$ cat src/rtl/wlu_defs.vh
// Constants for the word-load instruction unit
// Behaviour
// [RQ1] Load-reserve: primary 31, extended 20
// [RQ2] Reserve address: index, plus base if nonzero
// [RQ3] Load-reserve writes word, sets reservation
// [RQ4] Conditional store only if reservation intact
// [RQ5] Software supplies word-aligned reserve address
// [RQ6] Load-reserve leaves exception register unchanged
// [RQ7] Algebraic update: primary 31, extended 373, bit31 zero
// [RQ8] Algebraic loads sign-extend word to 64
// [RQ9] Algebraic update writes address to base
// [RQ10] Software avoids base zero or base equals dest
// [RQ11] Algebraic indexed: primary 31, extended 341
// [RQ12] Algebraic indexed address: index plus nonzero base
// [RQ13] Algebraic loads illegal on 32-bit implementation
// [RQ14] Byte-reverse: extended 534, indexed address
// [RQ15] Byte-reverse swaps the four bytes
// [RQ16] Byte-reverse, displacement leave flags unchanged
// [RQ17] Displacement load: primary 32, 16-bit displacement
// [RQ18] Displacement sign-extended, plus nonzero base
// [RQ19] Base update only without storage fault
// [RQ20] Zero high word on 64-bit implementation
// [RQ21] Reservation lost on foreign write or store
`ifndef WLU_DEFS_VH
`define WLU_DEFS_VH
`define WLU_OP_X        6'h1F
`define WLU_OP_DISP     6'h20
`define WLU_XO_RESERVE  10'h014
`define WLU_XO_ALG_UPD  10'h175
`define WLU_XO_ALG_IDX  10'h155
`define WLU_XO_BREV     10'h216
`define WLU_REG_ZERO    5'h00
`define WLU_ALIGN_MASK  2'h3
// Instruction field positions, bit 31 is the most significant
`define WLU_F_OP        31:26
`define WLU_F_DEST      25:21
`define WLU_F_BASE      20:16
`define WLU_F_INDEX     15:11
`define WLU_F_XO        10:1
`define WLU_F_RC        0
`define WLU_F_DISP      15:0
`define WLU_F_SIGN      31
`endif

$ cat src/rtl/wlu_decode.v
// Opcode decoder for the word-load family
`timescale 1ns/1ps
`include "wlu_defs.vh"
module wlu_decode (
  // Instruction and configuration
  input  wire [31:0] instr_i,
  input  wire        mode64_i,
  // Decoded kind, at most one set
  output wire        is_reserve_o,
  output wire        is_alg_upd_o,
  output wire        is_alg_idx_o,
  output wire        is_brev_o,
  output wire        is_disp_o,
  output wire        illegal_o
);
  wire       op_x;
  wire [9:0] xo;
  wire       alg_upd_raw;
  wire       alg_idx_raw;

  // Field matches
  assign op_x         = (instr_i[`WLU_F_OP] == `WLU_OP_X);
  assign xo           = instr_i[`WLU_F_XO];
  assign is_reserve_o = op_x && (xo == `WLU_XO_RESERVE);               // RQ1
  assign alg_upd_raw  = op_x && (xo == `WLU_XO_ALG_UPD) && !instr_i[`WLU_F_RC]; // RQ7
  assign alg_idx_raw  = op_x && (xo == `WLU_XO_ALG_IDX) && !instr_i[`WLU_F_RC]; // RQ11
  assign is_alg_upd_o = alg_upd_raw && mode64_i;                       // RQ13
  assign is_alg_idx_o = alg_idx_raw && mode64_i;                       // RQ13
  assign is_brev_o    = op_x && (xo == `WLU_XO_BREV);                  // RQ14
  assign is_disp_o    = (instr_i[`WLU_F_OP] == `WLU_OP_DISP);          // RQ17
  assign illegal_o    = (alg_upd_raw || alg_idx_raw) && !mode64_i;     // RQ13
endmodule // wlu_decode

$ cat src/rtl/wlu_reserve.v
// Reservation tracker for load-and-reserve
`timescale 1ns/1ps
`include "wlu_defs.vh"
module wlu_reserve (
  // Clock and reset
  input  wire        clock_i,
  input  wire        rst_i,
  // Events
  input  wire        set_i,
  input  wire [63:0] set_addr_i,
  input  wire        snoop_wr_i,
  input  wire [63:0] snoop_addr_i,
  input  wire        cond_done_i,
  input  wire [63:0] cond_addr_i,
  // State
  output reg         valid_o,
  output reg  [63:0] addr_o,
  output wire        cond_ok_o
);
  wire snoop_hit;

  // Foreign write to the reserved word
  assign snoop_hit = snoop_wr_i && (snoop_addr_i[63:2] == addr_o[63:2]);
  // Store may go ahead only on an intact reservation of the same word
  assign cond_ok_o = valid_o && !snoop_hit && (cond_addr_i[63:2] == addr_o[63:2]); // RQ4

  // Set wins over any clear in the same cycle
  always @(posedge clock_i) begin
    if (rst_i) begin
      valid_o <= 1'b0;
      addr_o  <= 64'h0000000000000000;
    end else if (set_i) begin
      valid_o <= 1'b1;                                                  // RQ3
      addr_o  <= set_addr_i;
    end else if (snoop_hit || cond_done_i) begin
      valid_o <= 1'b0;                                                  // RQ21
    end
  end
endmodule // wlu_reserve

$ cat src/rtl/wlu_top.v
// Word-load instruction unit: decode, address, storage access, writeback
`timescale 1ns/1ps
`include "wlu_defs.vh"
module wlu_top (
  // Clock and reset
  input  wire        clock_i,
  input  wire        rst_i,
  // Configuration
  input  wire        mode64_i,
  // Issue
  input  wire        issue_valid_i,
  input  wire [31:0] instr_i,
  output wire        issue_ready_o,
  // Register file read ports
  output wire [4:0]  base_register_o,
  output wire [4:0]  index_register_o,
  input  wire [63:0] base_data_i,
  input  wire [63:0] index_data_i,
  // Storage request
  output reg         mem_req_o,
  output reg  [63:0] effective_address_o,
  input  wire        mem_ack_i,
  input  wire [31:0] mem_data_i,
  input  wire        mem_align_fault_i,
  input  wire        mem_dsi_fault_i,
  // Snoop from other agents
  input  wire        snoop_wr_i,
  input  wire [63:0] snoop_addr_i,
  // Conditional store completion
  input  wire        cond_done_i,
  input  wire [63:0] cond_addr_i,
  output wire        cond_ok_o,
  output wire        resv_valid_o,
  // Destination writeback
  output reg         dest_we_o,
  output reg  [4:0]  dest_register_o,
  output reg  [63:0] dest_data_o,
  // Base update writeback
  output reg         base_we_o,
  output reg  [4:0]  base_wr_register_o,
  output reg  [63:0] base_wr_data_o,
  // Status
  output reg         illegal_o,
  output reg         fault_o,
  output wire        fixed_point_exception_we_o,
  output wire        cr0_we_o
);
  localparam ST_IDLE = 2'b01;
  localparam ST_MEM  = 2'b10;

  reg  [1:0]  state;
  reg  [1:0]  next_state;
  reg  [31:0] instr_q;
  reg         k_res, k_upd, k_idx, k_brev, k_disp;
  wire        d_res, d_upd, d_idx, d_brev, d_disp, d_ill;
  wire [4:0]  f_base;
  wire [63:0] disp_ext;
  wire [63:0] offset;
  wire [63:0] ea;
  wire        accept;
  wire        resv_set;
  reg  [63:0] load_value;
  wire [63:0] resv_addr;

  // Instruction field extraction
  assign f_base           = instr_i[`WLU_F_BASE];
  assign base_register_o  = f_base;
  assign index_register_o = instr_i[`WLU_F_INDEX];
  assign disp_ext = {{48{instr_i[`WLU_F_SIGN - 16]}}, instr_i[`WLU_F_DISP]}; // RQ18
  assign offset   = d_disp ? disp_ext : index_data_i;                        // RQ17

  // Effective address: base field zero means no base term
  assign ea = (f_base == `WLU_REG_ZERO) ? offset : (base_data_i + offset);    // RQ2 RQ12 RQ14 RQ18

  assign issue_ready_o = (state == ST_IDLE);
  assign accept        = issue_valid_i && issue_ready_o;
  // None of these loads touch exception or condition flags
  assign fixed_point_exception_we_o = 1'b0;                                 // RQ6 RQ16
  assign cr0_we_o                   = 1'b0;                                 // RQ16
  assign resv_set = (state == ST_MEM) && mem_ack_i && k_res
                    && !mem_align_fault_i && !mem_dsi_fault_i;               // RQ3

  wlu_decode u_dec (
    .instr_i      (instr_i),
    .mode64_i     (mode64_i),
    .is_reserve_o (d_res),
    .is_alg_upd_o (d_upd),
    .is_alg_idx_o (d_idx),
    .is_brev_o    (d_brev),
    .is_disp_o    (d_disp),
    .illegal_o    (d_ill)
  );

  wlu_reserve u_resv (
    .clock_i      (clock_i),
    .rst_i        (rst_i),
    .set_i        (resv_set),
    .set_addr_i   (effective_address_o),
    .snoop_wr_i   (snoop_wr_i),
    .snoop_addr_i (snoop_addr_i),
    .cond_done_i  (cond_done_i),
    .cond_addr_i  (cond_addr_i),
    .valid_o      (resv_valid_o),
    .addr_o       (resv_addr),
    .cond_ok_o    (cond_ok_o)
  );

  // Shape the loaded word by kind
  always @* begin
    if (k_upd || k_idx) begin
      load_value = {{32{mem_data_i[31]}}, mem_data_i};                      // RQ8
    end else if (k_brev) begin
      load_value = {32'h00000000, mem_data_i[7:0], mem_data_i[15:8],
                    mem_data_i[23:16], mem_data_i[31:24]};                  // RQ15 RQ20
    end else begin
      load_value = {32'h00000000, mem_data_i};                              // RQ20
    end
  end

  // Next state
  always @* begin
    case (state)
      ST_IDLE: begin
        if (accept && (d_res || d_upd || d_idx || d_brev || d_disp)) begin
          next_state = ST_MEM;
        end else begin
          next_state = ST_IDLE;
        end
      end
      ST_MEM: begin
        next_state = mem_ack_i ? ST_IDLE : ST_MEM;
      end
      default: next_state = ST_IDLE;
    endcase
  end

  // Sequencer and writeback registers
  always @(posedge clock_i) begin
    if (rst_i) begin
      state               <= ST_IDLE;
      instr_q             <= 32'h00000000;
      {k_res, k_upd, k_idx, k_brev, k_disp} <= 5'h00;
      mem_req_o           <= 1'b0;
      effective_address_o <= 64'h0000000000000000;
      dest_we_o           <= 1'b0;
      dest_register_o     <= 5'h00;
      dest_data_o         <= 64'h0000000000000000;
      base_we_o           <= 1'b0;
      base_wr_register_o  <= 5'h00;
      base_wr_data_o      <= 64'h0000000000000000;
      illegal_o           <= 1'b0;
      fault_o             <= 1'b0;
    end else begin
      state     <= next_state;
      dest_we_o <= 1'b0;
      base_we_o <= 1'b0;
      illegal_o <= 1'b0;
      fault_o   <= 1'b0;
      if (accept) begin
        illegal_o <= d_ill;                                                 // RQ13
        instr_q   <= instr_i;
        {k_res, k_upd, k_idx, k_brev, k_disp} <= {d_res, d_upd, d_idx, d_brev, d_disp};
        if (next_state == ST_MEM) begin
          mem_req_o           <= 1'b1;
          effective_address_o <= ea;
        end
      end
      if ((state == ST_MEM) && mem_ack_i) begin
        mem_req_o <= 1'b0;
        if (mem_align_fault_i || mem_dsi_fault_i) begin
          fault_o <= 1'b1;                                                  // RQ19
        end else begin
          dest_we_o       <= 1'b1;                                          // RQ3
          dest_register_o <= instr_q[`WLU_F_DEST];
          dest_data_o     <= load_value;
          // Update only when base is neither zero nor the destination
          if (k_upd && (instr_q[`WLU_F_BASE] != `WLU_REG_ZERO)
              && (instr_q[`WLU_F_BASE] != instr_q[`WLU_F_DEST])) begin      // RQ10
            base_we_o          <= 1'b1;                                     // RQ9 RQ19
            base_wr_register_o <= instr_q[`WLU_F_BASE];
            base_wr_data_o     <= effective_address_o;
          end
        end
      end
    end
  end
endmodule // wlu_top
$ cat config.mk
export PLATFORM = sky130hd
export DESIGN_NAME = wlu_top
export DESIGN_NICKNAME = d
export VERILOG_FILES = /design/src/rtl/wlu_decode.v /design/src/rtl/wlu_reserve.v /design/src/rtl/wlu_top.v
export VERILOG_INCLUDE_DIRS = /design/src /design/src/rtl
export SDC_FILE = /design/constraint.sdc
export NUM_CORES = 1
export LEC_CHECK = 0
export ABC_AREA = 1
export BUFFER_PORTS_ARGS = -buffer_cell sky130_fd_sc_hd__buf_2
export CAP_MARGIN = 20
export CORE_ASPECT_RATIO = 0.9
export CORE_MARGIN = 10
export CORE_UTILIZATION = 50
export DETAILED_ROUTE_END_ITERATION = 16
export PLACE_DENSITY = 0.89
export SYNTH_ARGS = -nofsm -noshare
export SYNTH_HDL_FRONTEND = slang
export SYNTH_SLANG_ARGS = --single-unit
$ cat constraint.sdc
create_clock -name clock_i -period 3.72 [get_ports clock_i]
set_clock_uncertainty 0.1 [all_clocks]
set_input_delay 0.744 -clock clock_i [delete_from_list [all_inputs] [get_ports clock_i]]
set_output_delay 0.744 -clock clock_i [all_outputs]
set_load 0.005 [all_outputs]
; ---- Word-level counts from Yosys, hierarchy flattened
; Index checks and enable logic that the tools add are counted.
[classes]
n_eq_ne = 12
reduce_logical = 43
add_sub_neg = 1
muxes = 12
n_bitwise = 3
[op_table]
columns = operator, n
row1 = 2-to-1 mux 64 bit, 3
row2 = equality test 62 bit, 2
row3 = adder 64 bit, 1
row4 = 2-to-1 mux 32 bit, 1
row5 = "equality test 10 x 9 -> 1 bit, second input constant", 2
row6 = logical AND 1 bit, 20
row7 = "equality test 10 bit, second input constant", 1
row8 = "equality test 10 x 5 -> 1 bit, second input constant", 1
row9 = logical OR 1 bit, 8
row10 = "equality test 6 x 5 -> 1 bit, second input constant", 1
row11 = "equality test 6 bit, second input constant", 1
row12 = OR reduction 2 bit, 3
row13 = zero test 1 bit, 5
row14 = zero test 5 bit, 1
row15 = 2-to-1 mux 1 bit, 5
row16 = inequality test 5 bit, 1
row17 = nonzero test 5 bit, 1
row18 = "equality test 2 bit, second input constant", 2
row19 = 2-to-1 mux 2 bit, 2
row20 = case mux 2 bit (2 select lines), 1
row21 = AND reduction 2 bit, 2
row22 = inverter 1 bit, 3
row23 = AND reduction 3 bit, 1
row24 = OR reduction 3 bit, 1
row25 = other kinds (2), 2
[totals]
regBits = 304
wordCells = 89
output_inout_bits = 222
inputBits = 329

; ---- Depth between registers and ports, before layout
; Gate-level depths: netlist of the first run.
[logic_depth]
word_depth = 13
ltp_mapped = 27
mapped_depth_nobuf = 26

; ---- Cells and area by module
; Synthesis of the first run repeated with hierarchy kept, for this count alone.
[unflattened]
hier_cells = 3099
area_unflattened_um2 = 18654.1
[by_module_without_submodules]
columns = mod, seq_area_each_um2, instances, cells_each, area_each_um2
row1 = wlu_top, 3843.7, 1, 2359, 14199.9
row2 = wlu_reserve, 1301.2, 1, 698, 4257.8
row3 = wlu_decode, 0.0, 1, 42, 196.4

; ---- Worst setup path before layout of the first run
; OpenSTA, ideal clock, no wires.
[synth_path]
path_kind = in2reg
start = in instr_i[28]
end = reg effective_address_o[40]
setup_slack_ps = 235
path_buffers = 1
stages = 21
t_arrival_ps = 3268
setup_time_ps = 117
required_ps = 3503
path_cell_list = nor2_1 nand3_1 clkbuf_1 o21ai_0 ha_1 inv_1 fa_1 inv_1 nand3_1 nand2_1 nand2_1 nand2_1 nand2_1 nand3_1 nand2_1 o21bai_1 nand2_1 nand2_1 nor2_1 nor2_1 nor2_1
[synth_between]
elab_chain_cells = 13
word_cells_on_any_way = 22
classes_between = 1 x add/sub / 3 x eq/ne / 4 x mux / 14 x reduce/logical
[synth_lines]
columns = element, line_no
row1 = "start, declared", wlu_top.v:12  ; input wire [31:0] instr_i,
row2 = branches (longest 13 deep; another with adder 64 bit), -
row3 = "end signal, assigned", wlu_top.v:144  ; effective_address_o <= 64'h0000000000000000;
row4 = "end signal, assigned", wlu_top.v:165  ; effective_address_o <= ea;
row5 = "end, declared", wlu_top.v:21  ; output reg [63:0] effective_address_o,
; Parallel ways; which one is timed is not known.
; A chain may end at the register's enable or synchronous reset.

; ---- Worst setup path after layout of the first run
[layout_path]
start = in instr_i[30]
end = reg effective_address_o[45]
; Same word-level chain as after synthesis.

==> impl_metrics.csv, run 1 <==
group,metric,value,unit
clock_tree,clk_pin_slew,0.06,ns
critical_path,cp_data_required_time,4.11,ns
synthesis,post_synth.cell_area_avg,5.88,µm²
critical_path,critical_path_cell_count,22,
drt,vias_per_cell,5.29,
placement,pre_cts_ws,-0.333,ns
global_route,grt_pass1_vias,21500,
drt,drc,0,
critical_path,crit_end,"effective_address_o[45]",
placement,gp_congestion,1.05,
synthesis,seq_area_frac_synth,0.274,
synthesis,synth_seq_cells,255,
die,num_rows,66,
synthesis,yosys.area.top_type,"dfxtp_1",
critical_path,r2r_end,"base_wr_data_o[20]",
critical_path,crit_slowest_cell,"ha_1",
synthesis,ys.flop_type,"dfxtp_1",
synthesis,synth_top_cell_area_share,0.274,
clock_tree,cts_root_buf,"clkbuf_16",
timing,worst_slack,0.198,ns
timing,post-route-period-util,0.947,
drt,wl_met1,37000,µm
timing,hold_viol_final,0,
timing,max_freq,284,MHz
drt,routed.top_layer,"met5",
placement,io_buffers,544,
clock_tree,clk_latency,0.56,ns
synthesis,yosys-top-cells-area,"dfxtp_1, nand2_1, inv_1",
status,status,"complete, no violations",
timing,slew_viol_final,0,
synthesis,synth_cells,3162,
critical_path,cp.arrival,3.91,ns
drt,drtIter0Drc,2877,
critical_path,rr_startpoint,"state[0]",
critical_path,max_stage_delay,0.37,ns
critical_path,cp-start-kind,"input pin",
clock_tree,cts_made_buffers,28,
die,die_w,223,µm
die,start_util,0.511,
layout,multi_input_area,10800,µm²
synthesis,syn-cell-area,18600,µm²
layout,fin_nets,4311,
die,die_y,203,µm
synthesis,ys_warn_count,0,
global_route,antenna_found_initial,23,
drt,vias,23400,
timing,rsz0062_at_grt,"true",
synthesis,synth_cell_types,40,
pwr,p_per_area,304,nW/µm²
critical_path,path_class,"in2reg",
timing,slew_headroom,0.289,
critical_path,reg2reg_slack,1.02,ns
pwr,ir_worst_vdd,0.386,mV
critical_path,crit_family,"simple AND/OR/NAND/NOR gates",
clock_tree,post_cts_buffers,0,
clock_tree,cts_sinks,255,
synthesis,synth_edf_count,0,
critical_path,critPathMaxFanout,35,
critical_path,path_cells,"buf_2 -> nor2_1 -> nand3_1 -> buf_4 -> nor2_1 -> inv_2 -> buf_12 -> o21ai_1 -> inv_1 -> ha_1 -> nand2_1 -> nor2_1 -> inv_1 -> nor2_1 -> nand2_1 -> nor3_1 -> nand2_1 -> nand3_1 -> nand2_1 -> nand3_1 -> nand3_1 -> a21oi_1",
timing,finalSetupViolations,0,
die,pin_count,551,
drt,totalWireLength,91200,µm
critical_path,reg2reg_depth,13,
critical_path,cp-startpoint,"instr_i[30]",
flow_run,maxCapViolations,0,
global_route,grt_max_degree,109,
clock_tree,cts_tree,"yes",
global_route,overflow,0,
drt,ant_nets,0,
layout,nFillCells,3426,
critical_path,worst-path-buf-inv,6,
drt,wire_per_inst,20.7,µm
timing,holdWs,0.320,ns
clock_tree,htreeDepth,1,
clock_tree,clock_path_buffers,3,
drt,dr.pass1.iters,6,
timing,min_period,3.52,ns
die,fp.coreArea,36400,µm²
placement,dpl.hpwl,76300,µm
drt,met2WireLength,40000,µm
layout,drive_gt1_frac,0.239,
pwr,p_leak,0.0137,µW
global_route,grt_pass1_wl,133000,µm
min_path,hp-class,"in2reg",
global_route,grt_util_all_layers,0.379,
pwr,total_power,7500,µW
die,die_area,45300,µm²
critical_path,worstSetupEndpointType,"flop",
layout,syn2layout_area_growth,32.6,%
synthesis,async_flop_share,0,
layout,register_area,5100,µm²
drt,wl_met3,9810,µm
timing,worstMarginPinSlew,1.06,ns
-- tightest hold or removal path, cell delays in order --
cell	delay [ns]
buf_2	0.09
a21oi_1	0.05
nor2_1	0.07
-- through the flow --
| stage | cells | TNS (ns) | utilization | cell area (µm²) |
|---|---|---|---|---|
| final | 4416 | 0 | 0.678 | 24700 |
| after global routing | 4412 | -0.110 | 0.677 | 24700 |
| after CTS | 4405 | 0 | 0.676 | 24600 |
| after detailed placement | 4354 | -10.48 | 0.651 | 23700 |
| after global placement | 4354 | -8.22 | 0.651 | 23700 |
| after floorplan | 3163 | 0 | - | 18600 |
-- cell families after synthesis --
| logic type | after synthesis | synth area share |
|---|---|---|
| AOI/OAI and AO/OA | 573 | 0.159 |
| xor gates and xnor gates | 100 | 0.0471 |
| adders and majority gates | 74 | 0.0502 |
| buffers and inverters | 677 | 0.148 |
| DFF | 255 | 0.274 |
| muxes | 3 | 0.00161 |
| other | 1 | 0.000202 |
| and+or+nand+nor | 1479 | 0.319 |
-- synth_stat cells, drive strengths merged, types with 26 or more instances --
library cell	number
a21oi	214
buf	63
clkbuf	91
dfxtp	255
ha	73
inv	521
nand2	855
nand3	146
nand4	26
nor2	391
nor3	35
o21ai	316
xor2	80
-- power breakdown --
part           leakage (µW)  internal, µW  switching [µW]  total [µW]
sequential          0.00206          2740            11.1        2750
combinational        0.0113           846            1160        2000
clock              0.000437          1560            1180        2750
total                0.0137          5150            2350        7500
-- repair_timing --
action,CTS,global route
setup endpoints to repair,0,27
gates resized for setup,0,13
hold buffers,0,0
-- layout by cell type (no fill, tap or decap), types with 14 or more instances in the layout --
cell and instances:
a211oi_1 15, a21oi_1 214, buf_2 544, buf_4 314, clkbuf_16 28, dfxtp_1 255, ha_1 73, inv_1 517
nand2_1 850, nand3_1 145, nand4_1 25, nor2_1 382, nor3_1 33, nor4_1 14, o21ai_0 302, o21ai_1 14
o22ai_1 20, xnor2_1 20, xor2_1 80
-- sequential cells by signal, summed over array words and instances, names as in the netlist --
register,flops
base_wr_data_o,64
effective_address_o,64
u_resv.addr_o,62
dest_data_o,33
instr_q,10
base_wr_register_o,5
dest_register_o,5
state,2
base_we_o,1
dest_we_o,1
fault_o,1
illegal_o,1
k_brev,1
k_idx,1
k_res,1
k_upd,1
mem_req_o,1
u_resv.valid_o,1
-- worst min-delay path by stage --
| stage | startpoint | cells after the start | end |
|---|---|---|---|
| floorplan | dest_data_o[16] | 2 | dest_data_o[16] |
| global placement | dest_data_o[18] | 2 | dest_data_o[18] |
| detailed placement | dest_data_o[22] | 2 | dest_data_o[22] |
| CTS | mem_data_i[24] | 3 | dest_data_o[24] |
| global route | mem_data_i[25] | 3 | dest_data_o[25] |
| finish | mem_data_i[24] | 3 | dest_data_o[24] |
-- per-layer routing --
layer	vias to the layer above	track usage
li1	11400	-
met5	-	0
met1	10400	0.487
met3	216	0.0853
met4	14	0.154
met2	1319	0.601
-- layout make-up --
cell class / instances / area share
clock buffer: 41 / 0.0324
tap: 476 / 0.0241
sequential: 255 / 0.207
clock inverter: 10 / 0.00401
antenna: 11 / 0.00112
multi-input combinational: 2231 / 0.437
inverter: 523 / 0.0797
timing repair buffer: 869 / 0.215
No activity file was read; power rests on OpenSTA's default activity.
==> run 2: changes to the inputs <==
--- a/config.mk
+++ b/config.mk
@@ -9,11 +9,12 @@
 export ABC_AREA = 1
 export BUFFER_PORTS_ARGS = -buffer_cell sky130_fd_sc_hd__buf_2
 export CAP_MARGIN = 20
-export CORE_ASPECT_RATIO = 0.9
-export CORE_MARGIN = 10
-export CORE_UTILIZATION = 50
+export CORE_AREA = 2 2 214 216
 export DETAILED_ROUTE_END_ITERATION = 16
-export PLACE_DENSITY = 0.89
+export DIE_AREA = 0 0 216 218
+export GPL_TIMING_DRIVEN = 0
+export PLACE_DENSITY = 0.78
+export RECOVER_POWER = 50
 export SYNTH_ARGS = -nofsm -noshare
 export SYNTH_HDL_FRONTEND = slang
 export SYNTH_SLANG_ARGS = --single-unit
==> run 2 against run 1 <==
Register-to-register slack got worse by 0.55 ns. Wire length down 0.32%. Power fell by 3.6%. Non-clock buffer count decreased by 168. Sequential power is essentially flat. Worst hold slack better by 0.0089 ns. Combinational power is 11% lower. Via count down 2.2%. Critical endpoint is now effective_address_o[29]. Sequential cell count unchanged. Clock power shrank 2%. Utilization is 16 points lower.
==> impl_metrics.csv, run 2 (same netlist as run 1, synthesis figures left out) <==
group,metric,value,unit
layout,final_cell_mix,"nand2_1, inv_1, buf_2, nor2_1, o21ai_0",
pwr,p_per_area,310,nW/µm²
critical_path,critPathMostFrequentCell,"nand2_1",
critical_path,worstSetupEndpointType,"flop",
drt,wire_per_inst,20.8,µm
drt,dr.pass1.iters,6,
clock_tree,cts_tree,"yes",
critical_path,max_stage_delay,0.34,ns
global_route,overflow,0,
layout,reg_top3,"base_wr_data_o (64), effective_address_o (64), u_resv.addr_o (62)",
layout,finalCoreUtilization,0.520,
layout,fin_cells,4364,
clock_tree,cts_root_buf,"clkbuf_16",
clock_tree,htreeDepth,1,
global_route,grt_max_degree,34,
status,status,"complete, no violations",
clock_tree,clock_path_buffers,3,
timing,finalSetupViolations,0,
global_route,antenna_found_initial,6,
critical_path,cp.arrival,3.92,ns
clock_tree,cts_sinks,255,
placement,dpl.hpwl,76200,µm
pwr,p_leak,0.0121,µW
drt,drtIter0Drc,2409,
die,pin_count,551,
clock_tree,clk_pin_slew,0.06,ns
timing,slew_viol_final,0,
drt,totalWireLength,90900,µm
placement,io_buffers,544,
global_route,grt_pass1_vias,20700,
die,num_rows,78,
min_path,hp-class,"in2reg",
pwr,ir_worst_vdd,0.308,mV
global_route,grt_util_all_layers,0.365,
critical_path,path_class,"in2reg",
clock_tree,clk_latency,0.56,ns
timing,min_period,3.63,ns
timing,hold_viol_final,0,
layout,final_common_cell,"nand2_1",
critical_path,cp-start-kind,"input pin",
layout,fin_nets,4141,
die,start_util,0.414,
clock_tree,cts_made_buffers,26,
timing,max_freq,275,MHz
placement,dp_cells,4307,
die,die_area,47100,µm²
timing,holdWs,0.329,ns
drt,vias,22800,
drt,vias_per_cell,5.23,
timing,worstMarginPinSlew,1.01,ns
min_path,min_path_cells,3,
layout,drive_gt1_frac,0.172,
global_route,grt_pass1_wl,128000,µm
die,die_y,218,µm
flow_run,maxCapViolations,0,
timing,worst_slack,0.0885,ns
critical_path,reg2reg_depth,13,
critical_path,path_cells,"buf_2 -> nor2_2 -> nand3_4 -> inv_1 -> buf_6 -> clkbuf_4 -> o21ai_0 -> inv_2 -> ha_1 -> nand2_2 -> nor2_2 -> nand2_1 -> inv_1 -> nand2_1 -> nand2_1 -> inv_1 -> nand2_1 -> or2_2 -> nand3_1 -> nand2_1 -> nand2_1 -> a21oi_1",
layout,syn2layout_area_growth,25.5,%
critical_path,crit_slowest_cell,"ha_1",
placement,pre_cts_ws,-1.47,ns
die,die_w,216,µm
timing,slew_headroom,0.327,
timing,rsz0062_at_grt,"true",
critical_path,cp_data_required_time,4.01,ns
die,fp.coreArea,44900,µm²
critical_path,critPathMaxFanout,10,
pwr,total_power,7230,µW
placement,gp_congestion,1.10,
drt,drc,0,
timing,post-route-period-util,0.976,
drt,ant_nets,0,
run 2: cell types whose count changed in the layout (fill, tap and decap cells not counted), sizes merged:
cell,delta
buf,-389
clkbuf,+215
diode,-4
clkinv,+3
inv,-2
bufinv,+1
run 2: report_power, final:
group	internal (µW)	total, µW	leakage, µW	switching (µW)
clock network	1530	2700	0.000425	1180
logic	610	1780	0.00962	1170
registers	2740	2750	0.00206	10.8
run 2: repair_timing:
action	CTS	global route
buffers inserted	3	1
hold endpoints to repair	0	0
gates resized for setup	67	114
hold buffers	0	0
pin swaps	1	2
endpoints found under the setup margin	56	48
run 2: layer usage:
metal	global-route usage	vias up	part of all wire
met5	0	-	0
met4	0.195	0	0.061
met3	0.0381	233	0.088
met2	0.617	1226	0.46
met1	0.458	10300	0.39
li1	-	11000	-
run 2: worst max-delay path, delay by kind of cell:
kind,cells,cell delay [ns]
AO/OA/AOI/OAI,2,0.16
buffers and inverters,7,0.97
adder cells (fa/ha/maj),1,0.34
AND/OR/NAND/NOR,12,1.68
run 2: final cells by class:
class	instances	area [µm²]
fillers	4834	21600
multi-input cells	2231	11200
flip-flops and latches	255	5100
repair buffers	548	2590
inverters	523	1960
plain buffers	153	827
well taps	600	751
clock buffers	35	734
clock inverters	12	130
diodes	7	17.5
run 2: worst paths after layout:
kind                   start                      end  slack [ns]
max              instr_i[30]  effective_address_o[29]        0.09
min           mem_data_i[30]          dest_data_o[30]        0.33
max reg2reg         state[0]       base_wr_data_o[44]        0.47
min reg2reg  dest_data_o[16]          dest_data_o[16]        0.37
run 2: stage by stage:
stage               TNS, ns  instance area, µm²
floorplan                 0               18600
finish                    0               23300
CTS                       0               23100
global route        -0.0444               23300
global placement     -63.28               22100
detailed placement   -63.70               22100
